`config.mk`:
```
export PLATFORM = sky130hd
export DESIGN_NAME = aop_top
export DESIGN_NICKNAME = d
export VERILOG_FILES = /design/src/hdl/aop_sync.v /design/src/hdl/aop_top.v
export VERILOG_INCLUDE_DIRS = /design/src /design/src/hdl
export SDC_FILE = /design/constraint.sdc
export NUM_CORES = 1
export LEC_CHECK = 0
export BUFFER_PORTS_ARGS = -buffer_cell sky130_fd_sc_hd__buf_2
export CAP_MARGIN = 20
export CORE_UTILIZATION = 50
export CTS_BUF_LIST = sky130_fd_sc_hd__clkbuf_8
export CTS_CLUSTER_SIZE = 28
export DETAILED_ROUTE_END_ITERATION = 10
export GPL_TIMING_DRIVEN = 0
export PLACE_DENSITY = 0.7
export SETUP_SLACK_MARGIN = 0.1
export SLEW_MARGIN = 10
export SYNTH_ARGS = -nofsm -noshare
export SYNTH_HDL_FRONTEND = slang
export SYNTH_SLANG_ARGS = --single-unit
```
`constraint.sdc`:
```
create_clock -name ref_clk -period 19.8 [get_ports ref_clk]
set_input_delay 0.99 -clock ref_clk [delete_from_list [all_inputs] [get_ports ref_clk]]
set_output_delay 0.99 -clock ref_clk [all_outputs]
set_load 0.05 [all_outputs]
```
`src/hdl/aop_defines.vh`:
```
// Constants for the converter output and power-down block
`ifndef AOP_DEFINES_VH
`define AOP_DEFINES_VH

// Data path widths
`define AOP_CODE_W 14
`define AOP_CODE_MSB 13
`define AOP_SYNC_W 20
`define AOP_PTR_W 5
`define AOP_DEPTH 32
`define AOP_WORD_W 16

// Whole sampling cycles of latency; the extra half cycle comes from the edge pair
`define AOP_LAT_FULL_CYC 5'h10

// Overdrive clamp codes in each coding
`define AOP_FS_POS_OB 14'h0fff
`define AOP_FS_POS_TC 14'h07ff
`define AOP_FS_NEG_OB 14'h0000
`define AOP_FS_NEG_TC 14'h0800

// Full-scale limits of the raw offset-binary core code
`define AOP_RAW_MIN 14'h0000
`define AOP_RAW_MAX 14'h3fff

// Slow-clock power-down detection
`define AOP_REF_PERIOD_NS 8
`define AOP_SLOW_PERIOD_NS 1000
`define AOP_SLOW_CYC_INT ((`AOP_SLOW_PERIOD_NS + `AOP_REF_PERIOD_NS - 1) / `AOP_REF_PERIOD_NS)
`define AOP_CNT_W 8

// Default level-to-mode map: two bits per level, {edge_fall, coding_tc}
`define AOP_FMT_MAP_DEF 8'he4

// Register byte offsets
`define AOP_ADDR_W 8
`define AOP_REG_CTRL 8'h00
`define AOP_REG_STATUS 8'h04
`define AOP_REG_INT_STAT 8'h08
`define AOP_REG_INT_MASK 8'h0c
`define AOP_REG_DATA 8'h10

// Field positions
`define AOP_CTRL_PD 0
`define AOP_INT_W 3
`define AOP_INT_OVR 0
`define AOP_INT_PD_ENTER 1
`define AOP_INT_PD_EXIT 2

`endif

```
`src/hdl/aop_sync.v`:
```
// Two-flop synchroniser for inputs from outside the reference clock domain
`timescale 1ns/100ps
`default_nettype none

module aop_sync #(
    parameter W = 1
) (
    // Clock and reset
    input wire ref_clk,
    input wire rst,
    // Asynchronous input and synchronised output
    input wire [W-1:0] async_in,
    output wire [W-1:0] sync_out
);

    reg [W-1:0] meta_ff;
    reg [W-1:0] sync_ff;

    // First stage feeds only the second stage
    always @(posedge ref_clk or posedge rst)
    begin
        if (rst)
        begin
            meta_ff <= {W{1'b0}};
            sync_ff <= {W{1'b0}};
        end
        else
        begin
            meta_ff <= async_in;
            sync_ff <= meta_ff;
        end
    end

    assign sync_out = sync_ff;

endmodule // aop_sync

`default_nettype wire

```
`src/hdl/aop_top.v`:
```
// Converter output word, format select, overdrive clamp and power-down control
//
// Local design decisions: the address map and the APB register port.
`timescale 1ns/100ps
`default_nettype none
`include "aop_defines.vh"

module aop_top #(
    parameter [7:0] FMT_MAP = `AOP_FMT_MAP_DEF
) (
    // Clock and reset
    input wire ref_clk,
    input wire rst,
    // APB slave
    input wire psel,
    input wire penable,
    input wire pwrite,
    input wire [`AOP_ADDR_W-1:0] paddr,
    input wire [31:0] pwdata,
    output reg [31:0] prdata,
    output wire pready,
    output reg pslverr,
    // Interrupt
    output wire irq,
    // Sampling clock from the far side
    input wire samp_clk,
    // Conversion core result
    input wire [`AOP_CODE_MSB:0] conv_code,
    input wire over_pos,
    input wire over_neg,
    // Control pins
    input wire [1:0] format_select_pin,
    input wire out_en_pin,
    // Output pins
    output wire [`AOP_CODE_MSB:0] data_out,
    output wire data_oe,
    output wire data_ready_clock,
    output wire data_ready_clock_oe,
    output wire out_of_range_flag,
    output wire out_of_range_flag_oe
);

    // Trip count worked out in 32 bits, then cut to the counter width on purpose
    localparam [31:0] SLOW_CYC_I = `AOP_SLOW_CYC_INT;
    localparam [`AOP_CNT_W-1:0] SLOW_CYC = SLOW_CYC_I[`AOP_CNT_W-1:0];

    // Synchronised pins
    wire [`AOP_SYNC_W-1:0] sync_bus;
    wire s_clk;
    wire [`AOP_CODE_MSB:0] s_code;
    wire s_pos;
    wire s_neg;
    wire [1:0] s_fmt;
    wire s_oe;

    reg clk_d_ff;
    wire clk_rise;
    wire clk_fall;
    reg [`AOP_WORD_W-1:0] mem_ff [0:`AOP_DEPTH-1];
    reg [`AOP_PTR_W-1:0] wr_ptr_ff;
    wire [`AOP_PTR_W-1:0] nxt_wr_ptr;
    wire [`AOP_PTR_W-1:0] rd_idx;
    wire [`AOP_WORD_W-1:0] rd_word;
    reg [`AOP_CODE_MSB:0] data_ff;
    reg ovr_ff;
    reg drc_ff;
    reg [`AOP_CNT_W-1:0] per_cnt_ff;
    reg clk_pd_ff;
    reg pd_ctrl_ff;
    reg [`AOP_INT_W-1:0] int_stat_ff;
    reg [`AOP_INT_W-1:0] int_mask_ff;
    reg [`AOP_INT_W-1:0] nxt_int_event;
    reg coding_tc;
    reg edge_fall;
    reg [`AOP_CODE_MSB:0] nxt_data;
    reg nxt_ovr;
    wire [1:0] map_bits;
    wire [7:0] map_shift;
    wire run;
    wire wr_en;
    wire rd_en;
    integer i;

    // Word bits cross one by one; this is safe only because the far side holds
    // the code steady for the whole low phase in which the fall takes it
    aop_sync #(
        .W(`AOP_SYNC_W)
    ) u_sync (
        .ref_clk(ref_clk),
        .rst(rst),
        .async_in({out_en_pin, format_select_pin, over_neg, over_pos, conv_code, samp_clk}),
        .sync_out(sync_bus)
    );

    assign s_clk = sync_bus[0];
    assign s_code = sync_bus[`AOP_CODE_W:1];
    assign s_pos = sync_bus[`AOP_CODE_W+1];
    assign s_neg = sync_bus[`AOP_CODE_W+2];
    assign s_fmt = sync_bus[`AOP_CODE_W+4:`AOP_CODE_W+3];
    assign s_oe = sync_bus[`AOP_CODE_W+5];

    // Sampling clock edges found on the reference clock; both are used
    always @(posedge ref_clk or posedge rst)
    begin
        if (rst)
            clk_d_ff <= 1'b0;
        else
            clk_d_ff <= s_clk;
    end

    assign clk_rise = s_clk & ~clk_d_ff;
    assign clk_fall = ~s_clk & clk_d_ff;

    // Level map picks the mode pair; kept as a parameter so boards can differ.
    // The selected pair is shifted to the bottom and the upper bits are dropped.
    assign map_shift = FMT_MAP >> {s_fmt, 1'b0};
    assign map_bits = map_shift[1:0];

    always @*
    begin
        coding_tc = map_bits[0];
        edge_fall = map_bits[1];
    end

    // Slow clock detector: period in reference cycles, saturating for DC.
    // The trip sits at 1 us; exact value is unimportant since any rate
    // under 10 MHz may power down, so hysteresis is one full fast period.
    always @(posedge ref_clk or posedge rst)
    begin
        if (rst)
        begin
            per_cnt_ff <= {`AOP_CNT_W{1'b0}};
            clk_pd_ff <= 1'b0;
        end
        else
        begin
            if (clk_rise)
                per_cnt_ff <= {`AOP_CNT_W{1'b0}};
            else if (per_cnt_ff != SLOW_CYC)
                per_cnt_ff <= per_cnt_ff + 1'b1;
            if (per_cnt_ff == SLOW_CYC)
                clk_pd_ff <= 1'b1;
            else if (clk_rise)
                clk_pd_ff <= 1'b0;
        end
    end

    // Register power-down and slow-clock power-down both freeze the path
    assign run = ~pd_ctrl_ff & ~clk_pd_ff;
    assign wr_en = clk_fall & run;
    assign rd_en = clk_rise & run;

    // Sample capture on the falling edge into a flop ring
    assign nxt_wr_ptr = wr_ptr_ff + 1'b1;

    always @(posedge ref_clk or posedge rst)
    begin
        if (rst)
        begin
            wr_ptr_ff <= {`AOP_PTR_W{1'b0}};
            for (i = 0; i < `AOP_DEPTH; i = i + 1)
                mem_ff[i] <= {`AOP_WORD_W{1'b0}};
        end
        else if (wr_en)
        begin
            wr_ptr_ff <= nxt_wr_ptr;
            mem_ff[nxt_wr_ptr] <= {s_neg, s_pos, s_code};
        end
    end

    // The ring is twice the look-back, so a write never lands on the slot being read
    // Sample taken 16 falls back leaves on the next rise: 16.5 cycles
    assign rd_idx = wr_ptr_ff - `AOP_LAT_FULL_CYC;
    assign rd_word = mem_ff[rd_idx];

    // Coding, overdrive clamp and limit flag for the outgoing word
    always @*
    begin
        nxt_ovr = rd_word[`AOP_CODE_W] | rd_word[`AOP_CODE_W+1] |
            (rd_word[`AOP_CODE_MSB:0] == `AOP_RAW_MIN) |
            (rd_word[`AOP_CODE_MSB:0] == `AOP_RAW_MAX);
        if (rd_word[`AOP_CODE_W])
            nxt_data = coding_tc ? `AOP_FS_POS_TC : `AOP_FS_POS_OB;
        else if (rd_word[`AOP_CODE_W+1])
            nxt_data = coding_tc ? `AOP_FS_NEG_TC : `AOP_FS_NEG_OB;
        else if (coding_tc)
            nxt_data = {~rd_word[`AOP_CODE_MSB], rd_word[`AOP_CODE_MSB-1:0]};
        else
            nxt_data = rd_word[`AOP_CODE_MSB:0];
    end

    // Word and flag update together on the rise; the flag never lags its word
    always @(posedge ref_clk or posedge rst)
    begin
        if (rst)
        begin
            data_ff <= {`AOP_CODE_W{1'b0}};
            ovr_ff <= 1'b0;
        end
        else if (rd_en)
        begin
            data_ff <= nxt_data;
            ovr_ff <= nxt_ovr;
        end
    end

    // Data-ready clock: its latch edge lands mid-way between word changes
    always @(posedge ref_clk or posedge rst)
    begin
        if (rst)
            drc_ff <= 1'b0;
        else
            drc_ff <= edge_fall ? s_clk : ~s_clk;
    end

    // Reset drives outputs low; otherwise enable pin and register power-down gate them
    // Slow-clock power-down keeps the pins driven with the last word frozen
    assign data_out = data_ff;
    assign data_ready_clock = drc_ff;
    assign out_of_range_flag = ovr_ff;
    assign data_oe = rst | (s_oe & ~pd_ctrl_ff);
    assign data_ready_clock_oe = data_oe;
    assign out_of_range_flag_oe = data_oe;

    // Interrupt events: flagged word leaves, slow-clock power-down in and out
    always @*
    begin
        nxt_int_event = {`AOP_INT_W{1'b0}};
        nxt_int_event[`AOP_INT_OVR] = rd_en & nxt_ovr;
        nxt_int_event[`AOP_INT_PD_ENTER] = (per_cnt_ff == SLOW_CYC) & ~clk_pd_ff;
        nxt_int_event[`AOP_INT_PD_EXIT] = clk_pd_ff & clk_rise & (per_cnt_ff != SLOW_CYC);
    end

    // APB write side; a new event beats a write-one-to-clear in the same cycle
    always @(posedge ref_clk or posedge rst)
    begin
        if (rst)
        begin
            pd_ctrl_ff <= 1'b0;
            int_mask_ff <= {`AOP_INT_W{1'b0}};
            int_stat_ff <= {`AOP_INT_W{1'b0}};
        end
        else
        begin
            if (psel & penable & pwrite)
            begin
                if (paddr == `AOP_REG_CTRL)
                    pd_ctrl_ff <= pwdata[`AOP_CTRL_PD];
                else if (paddr == `AOP_REG_INT_MASK)
                    int_mask_ff <= pwdata[`AOP_INT_W-1:0];
            end
            if (psel & penable & pwrite & (paddr == `AOP_REG_INT_STAT))
                int_stat_ff <= (int_stat_ff & ~pwdata[`AOP_INT_W-1:0]) | nxt_int_event;
            else
                int_stat_ff <= int_stat_ff | nxt_int_event;
        end
    end

    // Level output; stays up until software clears or masks every cause
    assign irq = |(int_stat_ff & int_mask_ff);

    // Zero-wait slave; unmapped addresses answer with an error and zero data
    assign pready = 1'b1;

    always @*
    begin
        prdata = 32'h0000_0000;
        pslverr = 1'b0;
        if (psel & penable)
        begin
            if (paddr == `AOP_REG_CTRL)
                prdata = {31'h0000_0000, pd_ctrl_ff};
            else if (paddr == `AOP_REG_STATUS)
                prdata = {27'h000_0000, s_oe, edge_fall, coding_tc, pd_ctrl_ff, clk_pd_ff};
            else if (paddr == `AOP_REG_INT_STAT)
                prdata = {29'h0000_0000, int_stat_ff};
            else if (paddr == `AOP_REG_INT_MASK)
                prdata = {29'h0000_0000, int_mask_ff};
            else if (paddr == `AOP_REG_DATA)
                prdata = {17'h0_0000, ovr_ff, data_ff};
            else
                pslverr = 1'b1;
        end
    end

endmodule // aop_top

`default_nettype wire

```
# After elaboration in Yosys (flattened, before gate mapping)
# Cells that the tools add are included.
# classes
add_sub_neg	3
order_cmp	3
n_eq_ne	7
n_shift	1
n_mux	29
bitwise_logic	30
n_reduce_logical	8
# op_table
op	n
bitwise mux 512 bit	1
two-way mux 15 bit	6
binary-select mux 16 bit (select 5 bit)	1
demux 16 bit (select 5 bit)	1
two-way mux 16 bit	3
two-way mux 14 bit	3
two-way mux 12 bit	2
equality test 8 x 4 -> 1 bit (second input constant)	2
two-way mux 8 bit	2
equality test 14 bit (second input constant)	1
logical NOT 14 bit	1
AND 1 bit	13
greater-or-equal comparator 6 bit (second input constant)	2
inverter 5 -> 6 bit	2
two-way mux 1 bit	9
adder 8 x 1 -> 8 bit (second input constant)	1
equality test 8 x 3 -> 1 bit (second input constant)	1
equality test 8 x 5 -> 1 bit (second input constant)	1
equality test 8 x 7 -> 1 bit (second input constant)	1
logical NOT 8 bit	1
inequality test 8 x 7 -> 1 bit (second input constant)	1
right shift 8 x 3 -> 2 bit (first input constant)	1
AND 3 bit	2
< comparator 6 x 1 -> 1 bit (second input constant)	1
other kinds (12)	22
# word_totals
ff_bits	590
word_cells	125

# Longest topological paths before layout
# logic_depth
word_depth	11
mapped_depth	13

# Cells and area by module
# A second synthesis with hierarchy kept.
# hier_totals
cells_unflattened	1864
area_unflattened_um2	26875.8
# modules_own_cells
mod	instances	cells_each	area_each_um2
aop_top	1	1823	25871.1
aop_sync	1	41	1004.7

# Worst setup path after synthesis
# Ideal clock, no wire load.
# synth_path
path_kind	input-to-output
from	in rst
to	out data_ready_clock_oe
arrival_ns	21.046
required_time_ns	18.810
path_slack_ns	-2.236
path_stages	3
n_path_buf	1
cell_sequence	inv_1 > o21ai_0 > buf_4
# synth_via
elab_chain_len	1
# synth_lines
item	line	source
start, declared	aop_top.v:13	input wire rst,
bitwise OR 1 bit	aop_top.v:221	assign data_oe = rst | (s_oe & ~pd_ctrl_ff);
end, declared	aop_top.v:38	output wire data_ready_clock_oe,
# No other way between the ends.

# Final worst setup path
# layout_path
from	reg wr_ptr_ff[1]
to	reg int_stat_ff[0]
# layout_via
elab_chain_len	11
elab_cells_between_ends	14
classes_between	1 x add/sub; 1 x eq/ne; 4 x mux; 7 x bitwise; 1 x reduce/logical
# layout_lines
item	line	source
start, declared	aop_top.v:60	reg [`AOP_PTR_W-1:0] wr_ptr_ff;
start signal, assigned	aop_top.v:160	wr_ptr_ff <= {`AOP_PTR_W{1'b0}};
start signal, assigned	aop_top.v:166	wr_ptr_ff <= nxt_wr_ptr;
subtractor 5 bit (no source line) (*)	--	
inverter 5 -> 6 bit (not written as such) (*)	aop_top.v:174	assign rd_word = mem_ff[rd_idx];
binary-select mux 16 bit (select 5 bit) (*)	aop_top.v:174	
two-way mux 16 bit (not written as such) (*) (2 in series)	aop_top.v:174	
logical NOT 14 bit (no source line) / bitwise OR 1 bit (equally long branches)	--	
bitwise OR 1 bit	aop_top.v:179	nxt_ovr = rd_word[`AOP_CODE_W] | rd_word[`AOP_CODE_W+1] |
bitwise OR 1 bit (*)	aop_top.v:179	
AND 1 bit (*)	aop_top.v:229	nxt_int_event[`AOP_INT_OVR] = rd_en & nxt_ovr;
bitwise OR 3 bit (on tied branches)	aop_top.v:255, aop_top.v:253	
two-way mux 3 bit (*)	aop_top.v:252	if (psel & penable & pwrite & (paddr == `AOP_REG_INT_STAT))
end signal, assigned	aop_top.v:241	int_stat_ff <= {`AOP_INT_W{1'b0}};
end signal, assigned	aop_top.v:253	int_stat_ff <= (int_stat_ff & ~pwdata[`AOP_INT_W-1:0]) | nxt_int_event;
end signal, assigned	aop_top.v:255	int_stat_ff <= int_stat_ff | nxt_int_event;
end, declared	aop_top.v:70	reg [`AOP_INT_W-1:0] int_stat_ff;
# Mark *: on every way between the ends. The rest lies on a longest branch, timed or not. The select of a mux whose other input is x is not followed.
# A chain may end at the register's enable or synchronous reset.

==> flow_summary.json <==
{
  "p_leak_uw": 0.0148,
  "routedWlPerCell_um": 27.8,
  "hold_viol": 0,
  "fillers": 4237,
  "cts_resized": 0,
  "io_pins": 119,
  "pwr-share-clk_pct": 24.2,
  "timing.hold.ws_ns": 0.240,
  "synthDistinctLibCells": 61,
  "die_area_mm2": 0.0549,
  "initial_core_util_pct": 51.0,
  "slew_headroom_pct": 24.2,
  "ctsHoldBuffers": 0,
  "drtAntennaViolNets": 0,
  "fmax_ghz": 0.225,
  "use_met2_pct": 44.9,
  "placementRows": 84,
  "ys_ff_latch": 590,
  "grt_pass1_vias": 17800,
  "area_growth_pct": 13.2,
  "crit_slowest_cell": "buf_2",
  "maxCapViolCount": 0,
  "layout_commonest_cell": "dfrtp_1",
  "grt_pass1_wl_um": 117000,
  "path_clk_slew_ns": 0.06,
  "cp.required_ns": 20.42,
  "synth_edf_count": 0,
  "ys_seq_area_share_pct": 54.7,
  "antenna_found_initial": 2,
  "setup_viol": 0,
  "htree_num_levels": 3,
  "finalSetupTns_ns": 0,
  "hold_class": "in2async",
  "rsz0062_at_grt": "no",
  "num_vias": 17300,
  "period_share_pct": 22.5,
  "cp_data_arrival_time_ns": 5.07,
  "cpPeakStageDelay_ns": 0.60,
  "placed_cell_area_mm2": 0.0286,
  "worst_setup_path_start_kind": "flop",
  "rr_endpoint": "int_stat_ff[0]",
  "combinationalPowerShare_pct": 36.9,
  "power_density_mw_per_mm2": 143,
  "final_area_mm2": 0.0306,
  "portBuffers": 70,
  "grt_use_total_pct": 29.9,
  "ctsLongestPathBuffers": 3,
  "post-place-ws_ns": 15.49,
  "synth_ff_type": "dfrtp_1",
  "reg2reg_slack_ns": 15.35,
  "cts_setup_buffers": 0,
  "nets": 2156,
  "use_met1_pct": 41.4,
  "die_h_um": 234,
  "grt_max_degree": 42,
  "die_w_um": 234,
  "viasPerCell": 6.07,
  "p_seq_share_pct": 38.9,
  "fin_total_pwr_uw": 4380,
  "drive_gt1_share_pct": 43.8,
  "ir_worst_vdd_uv": 59.6,
  "synth_area_mm2": 0.0270,
  "met3_usage_pct": 7.38,
  "gr-total-overflow": 0,
  "period_needed_ns": 4.45,
  "r2r_start": "wr_ptr_ff[1]",
  "crit_end": "int_stat_ff[0]",
  "ys_warn_count": 0,
  "numClockSinks": 590,
  "final_max_slew_viol_count": 0,
  "worst-r2r-cell-count": 11,
  "syn_inst": 1880,
  "cts_buffers": 99,
  "cts_tree": "built",
  "async_reset_ff_share_pct": 100,
  "drc": 0,
  "clock_latency_ns": 0.70,
  "startpoint": "wr_ptr_ff[1]",
  "outcome": "completed",
  "cts_root_buf": "clkbuf_8",
  "end_kind": "flop",
  "crit_chain": "buf_2 -> buf_4 -> buf_2 -> buf_2 -> mux4_2 -> o21ai_0 -> nand2_1 -> nor2_1 -> nor4b_2 -> a31oi_1 -> a21oi_1",
  "tightestPinTransition_ns": 1.13,
  "dpl.hpwl_um": 54200,
  "fin_ws_ns": 15.35,
  "crit_path_max_fanout": 10,
  "gp_congestion": 0.954,
  "final_cell_mix": "590 x dfrtp_1, 525 x mux2_2, 123 x clkbuf_8",
  "power.switching_uw": 1590,
  "crit_top_cell": "buf_2",
  "totalWireLength_um": 79100,
  "top_usage_layer": "met2",
  "swShare_pct": 36.3,
  "syn_area_per_cell_um2": 14.4,
  "p_int_uw": 2790,
  "first_iter_violations": 1520,
  "path_class": "reg2reg",
  "clock_skew_ns": 0.0363,
  "firstDrtPassIters": 5,
  "fp.coreArea_mm2": 0.0530
}
cell usage after synthesis (all sizes together), types with 2 or more instances:
library cell  number  area share, %
nor3               8           0.15
a41o               2          0.074
inv               10           0.14
buf              101            2.6
o31ai              2          0.056
mux4              86            7.3
a32oi              2          0.065
a21oi             27           0.50
and2               8           0.19
or4                2          0.056
or2                3          0.070
nand3             30           0.56
nand4              7           0.16
xor2               5           0.16
nor2b              8           0.19
nand2             84            1.2
a31oi              9           0.21
or3                3          0.070
nor4b              3           0.14
a22oi             35           0.97
a211oi             4           0.11
dfrtp            590             55
mux2             525             22
nor2              49           0.76
and4               3          0.097
and3              15           0.35
a221oi             8           0.26
conb               2          0.028
nand2b             4          0.093
a21boi             2          0.056
o21ai             29           0.54
mux2i            108            4.0
ha                 7           0.32
o22ai              5           0.19
clkbuf            66           0.92
a22o              10           0.32
xnor2              6           0.19
o32a               2          0.074
stage by stage:
| step | util (%) | cells |
|---|---|---|
| 6_report | 57.7 | 2845 |
| 3_5_place_dp | 54.0 | 2671 |
| 4_1_cts | 57.7 | 2844 |
| 3_3_place_gp | 53.4 | 2654 |
| 2_1_floorplan | - | 1896 |
| 5_1_grt | 57.7 | 2845 |
cells by family after synthesis:
| family | share of synthesized area [%] |
|---|---|
| and+or+nand+nor | 4.13 |
| AOI/OAI and AO/OA | 3.63 |
| muxes | 33.2 |
| other | 0.0278 |
| DFF | 54.7 |
| xor gates and xnor gates | 0.357 |
| adders and majority gates | 0.324 |
| buffers and inverters | 3.69 |
routing by layer:
layer  up-vias  part of all wire (%)
met4         0                   3.8
li1       7261                     -
met2       719                    45
met1      9150                    43
met5         -                     0
met3       153                   8.5
worst max-delay path, delay by kind of cell (launching register included):
kind | cells | cell delay [ns]
AOI/OAI and AO/OA | 3 | 0.79
buffers and inverters | 4 | 1.89
DFF | 1 | 0.42
muxes | 1 | 0.41
and+or+nand+nor | 3 | 0.83
power groups by stage:
stage / Sequential [uW] / Clock, uW / Combinational, uW
final: 1710 / 1060 / 1620
after global routing: 1740 / 1140 / 1690
after CTS: 1700 / 1080 / 1590
after detailed placement: 1720 / 0 / 1590
after global placement: 1700 / 0 / 1550
after floorplan: 1700 / 0 / 1060
layout make-up:
| type | instances | area (um2) | area share [%] |
|---|---|---|---|
| flip-flops and latches | 590 | 14800 | 48.3 |
| multi-input cells | 1128 | 11300 | 37.0 |
| clock buffers | 123 | 1690 | 5.54 |
| plain buffers | 167 | 956 | 3.13 |
| well taps | 688 | 861 | 2.82 |
| repair buffers | 87 | 691 | 2.26 |
| clock inverters | 50 | 246 | 0.807 |
| inverters | 11 | 45.0 | 0.147 |
| diodes | 1 | 2.50 | 0.00819 |
state kept, by name, indices dropped and copies added, names as in the netlist:
| register | cells |
|---|---|
| mem_ff | 512 |
| u_sync.meta_ff | 20 |
| u_sync.sync_out | 20 |
| data_out | 14 |
| per_cnt_ff | 8 |
| wr_ptr_ff | 5 |
| int_mask_ff | 3 |
| int_stat_ff | 3 |
| clk_d_ff | 1 |
| clk_pd_ff | 1 |
| data_ready_clock | 1 |
| out_of_range_flag | 1 |
| pd_ctrl_ff | 1 |
worst min path at each step:
stage	from	to	slack (ns)	depth (start not counted)
6_report	rst	mem_ff[250]	0.24	2
5_1_grt	rst	mem_ff[250]	0.25	2
3_3_place_gp	u_sync.meta_ff[11]	u_sync.sync_out[11]	0.33	0
4_1_cts	rst	mem_ff[250]	0.21	2
2_1_floorplan	u_sync.meta_ff[0]	u_sync.sync_out[0]	0.33	0
3_5_place_dp	u_sync.meta_ff[13]	u_sync.sync_out[13]	0.33	0
No activity file was read; power rests on OpenSTA's default activity.
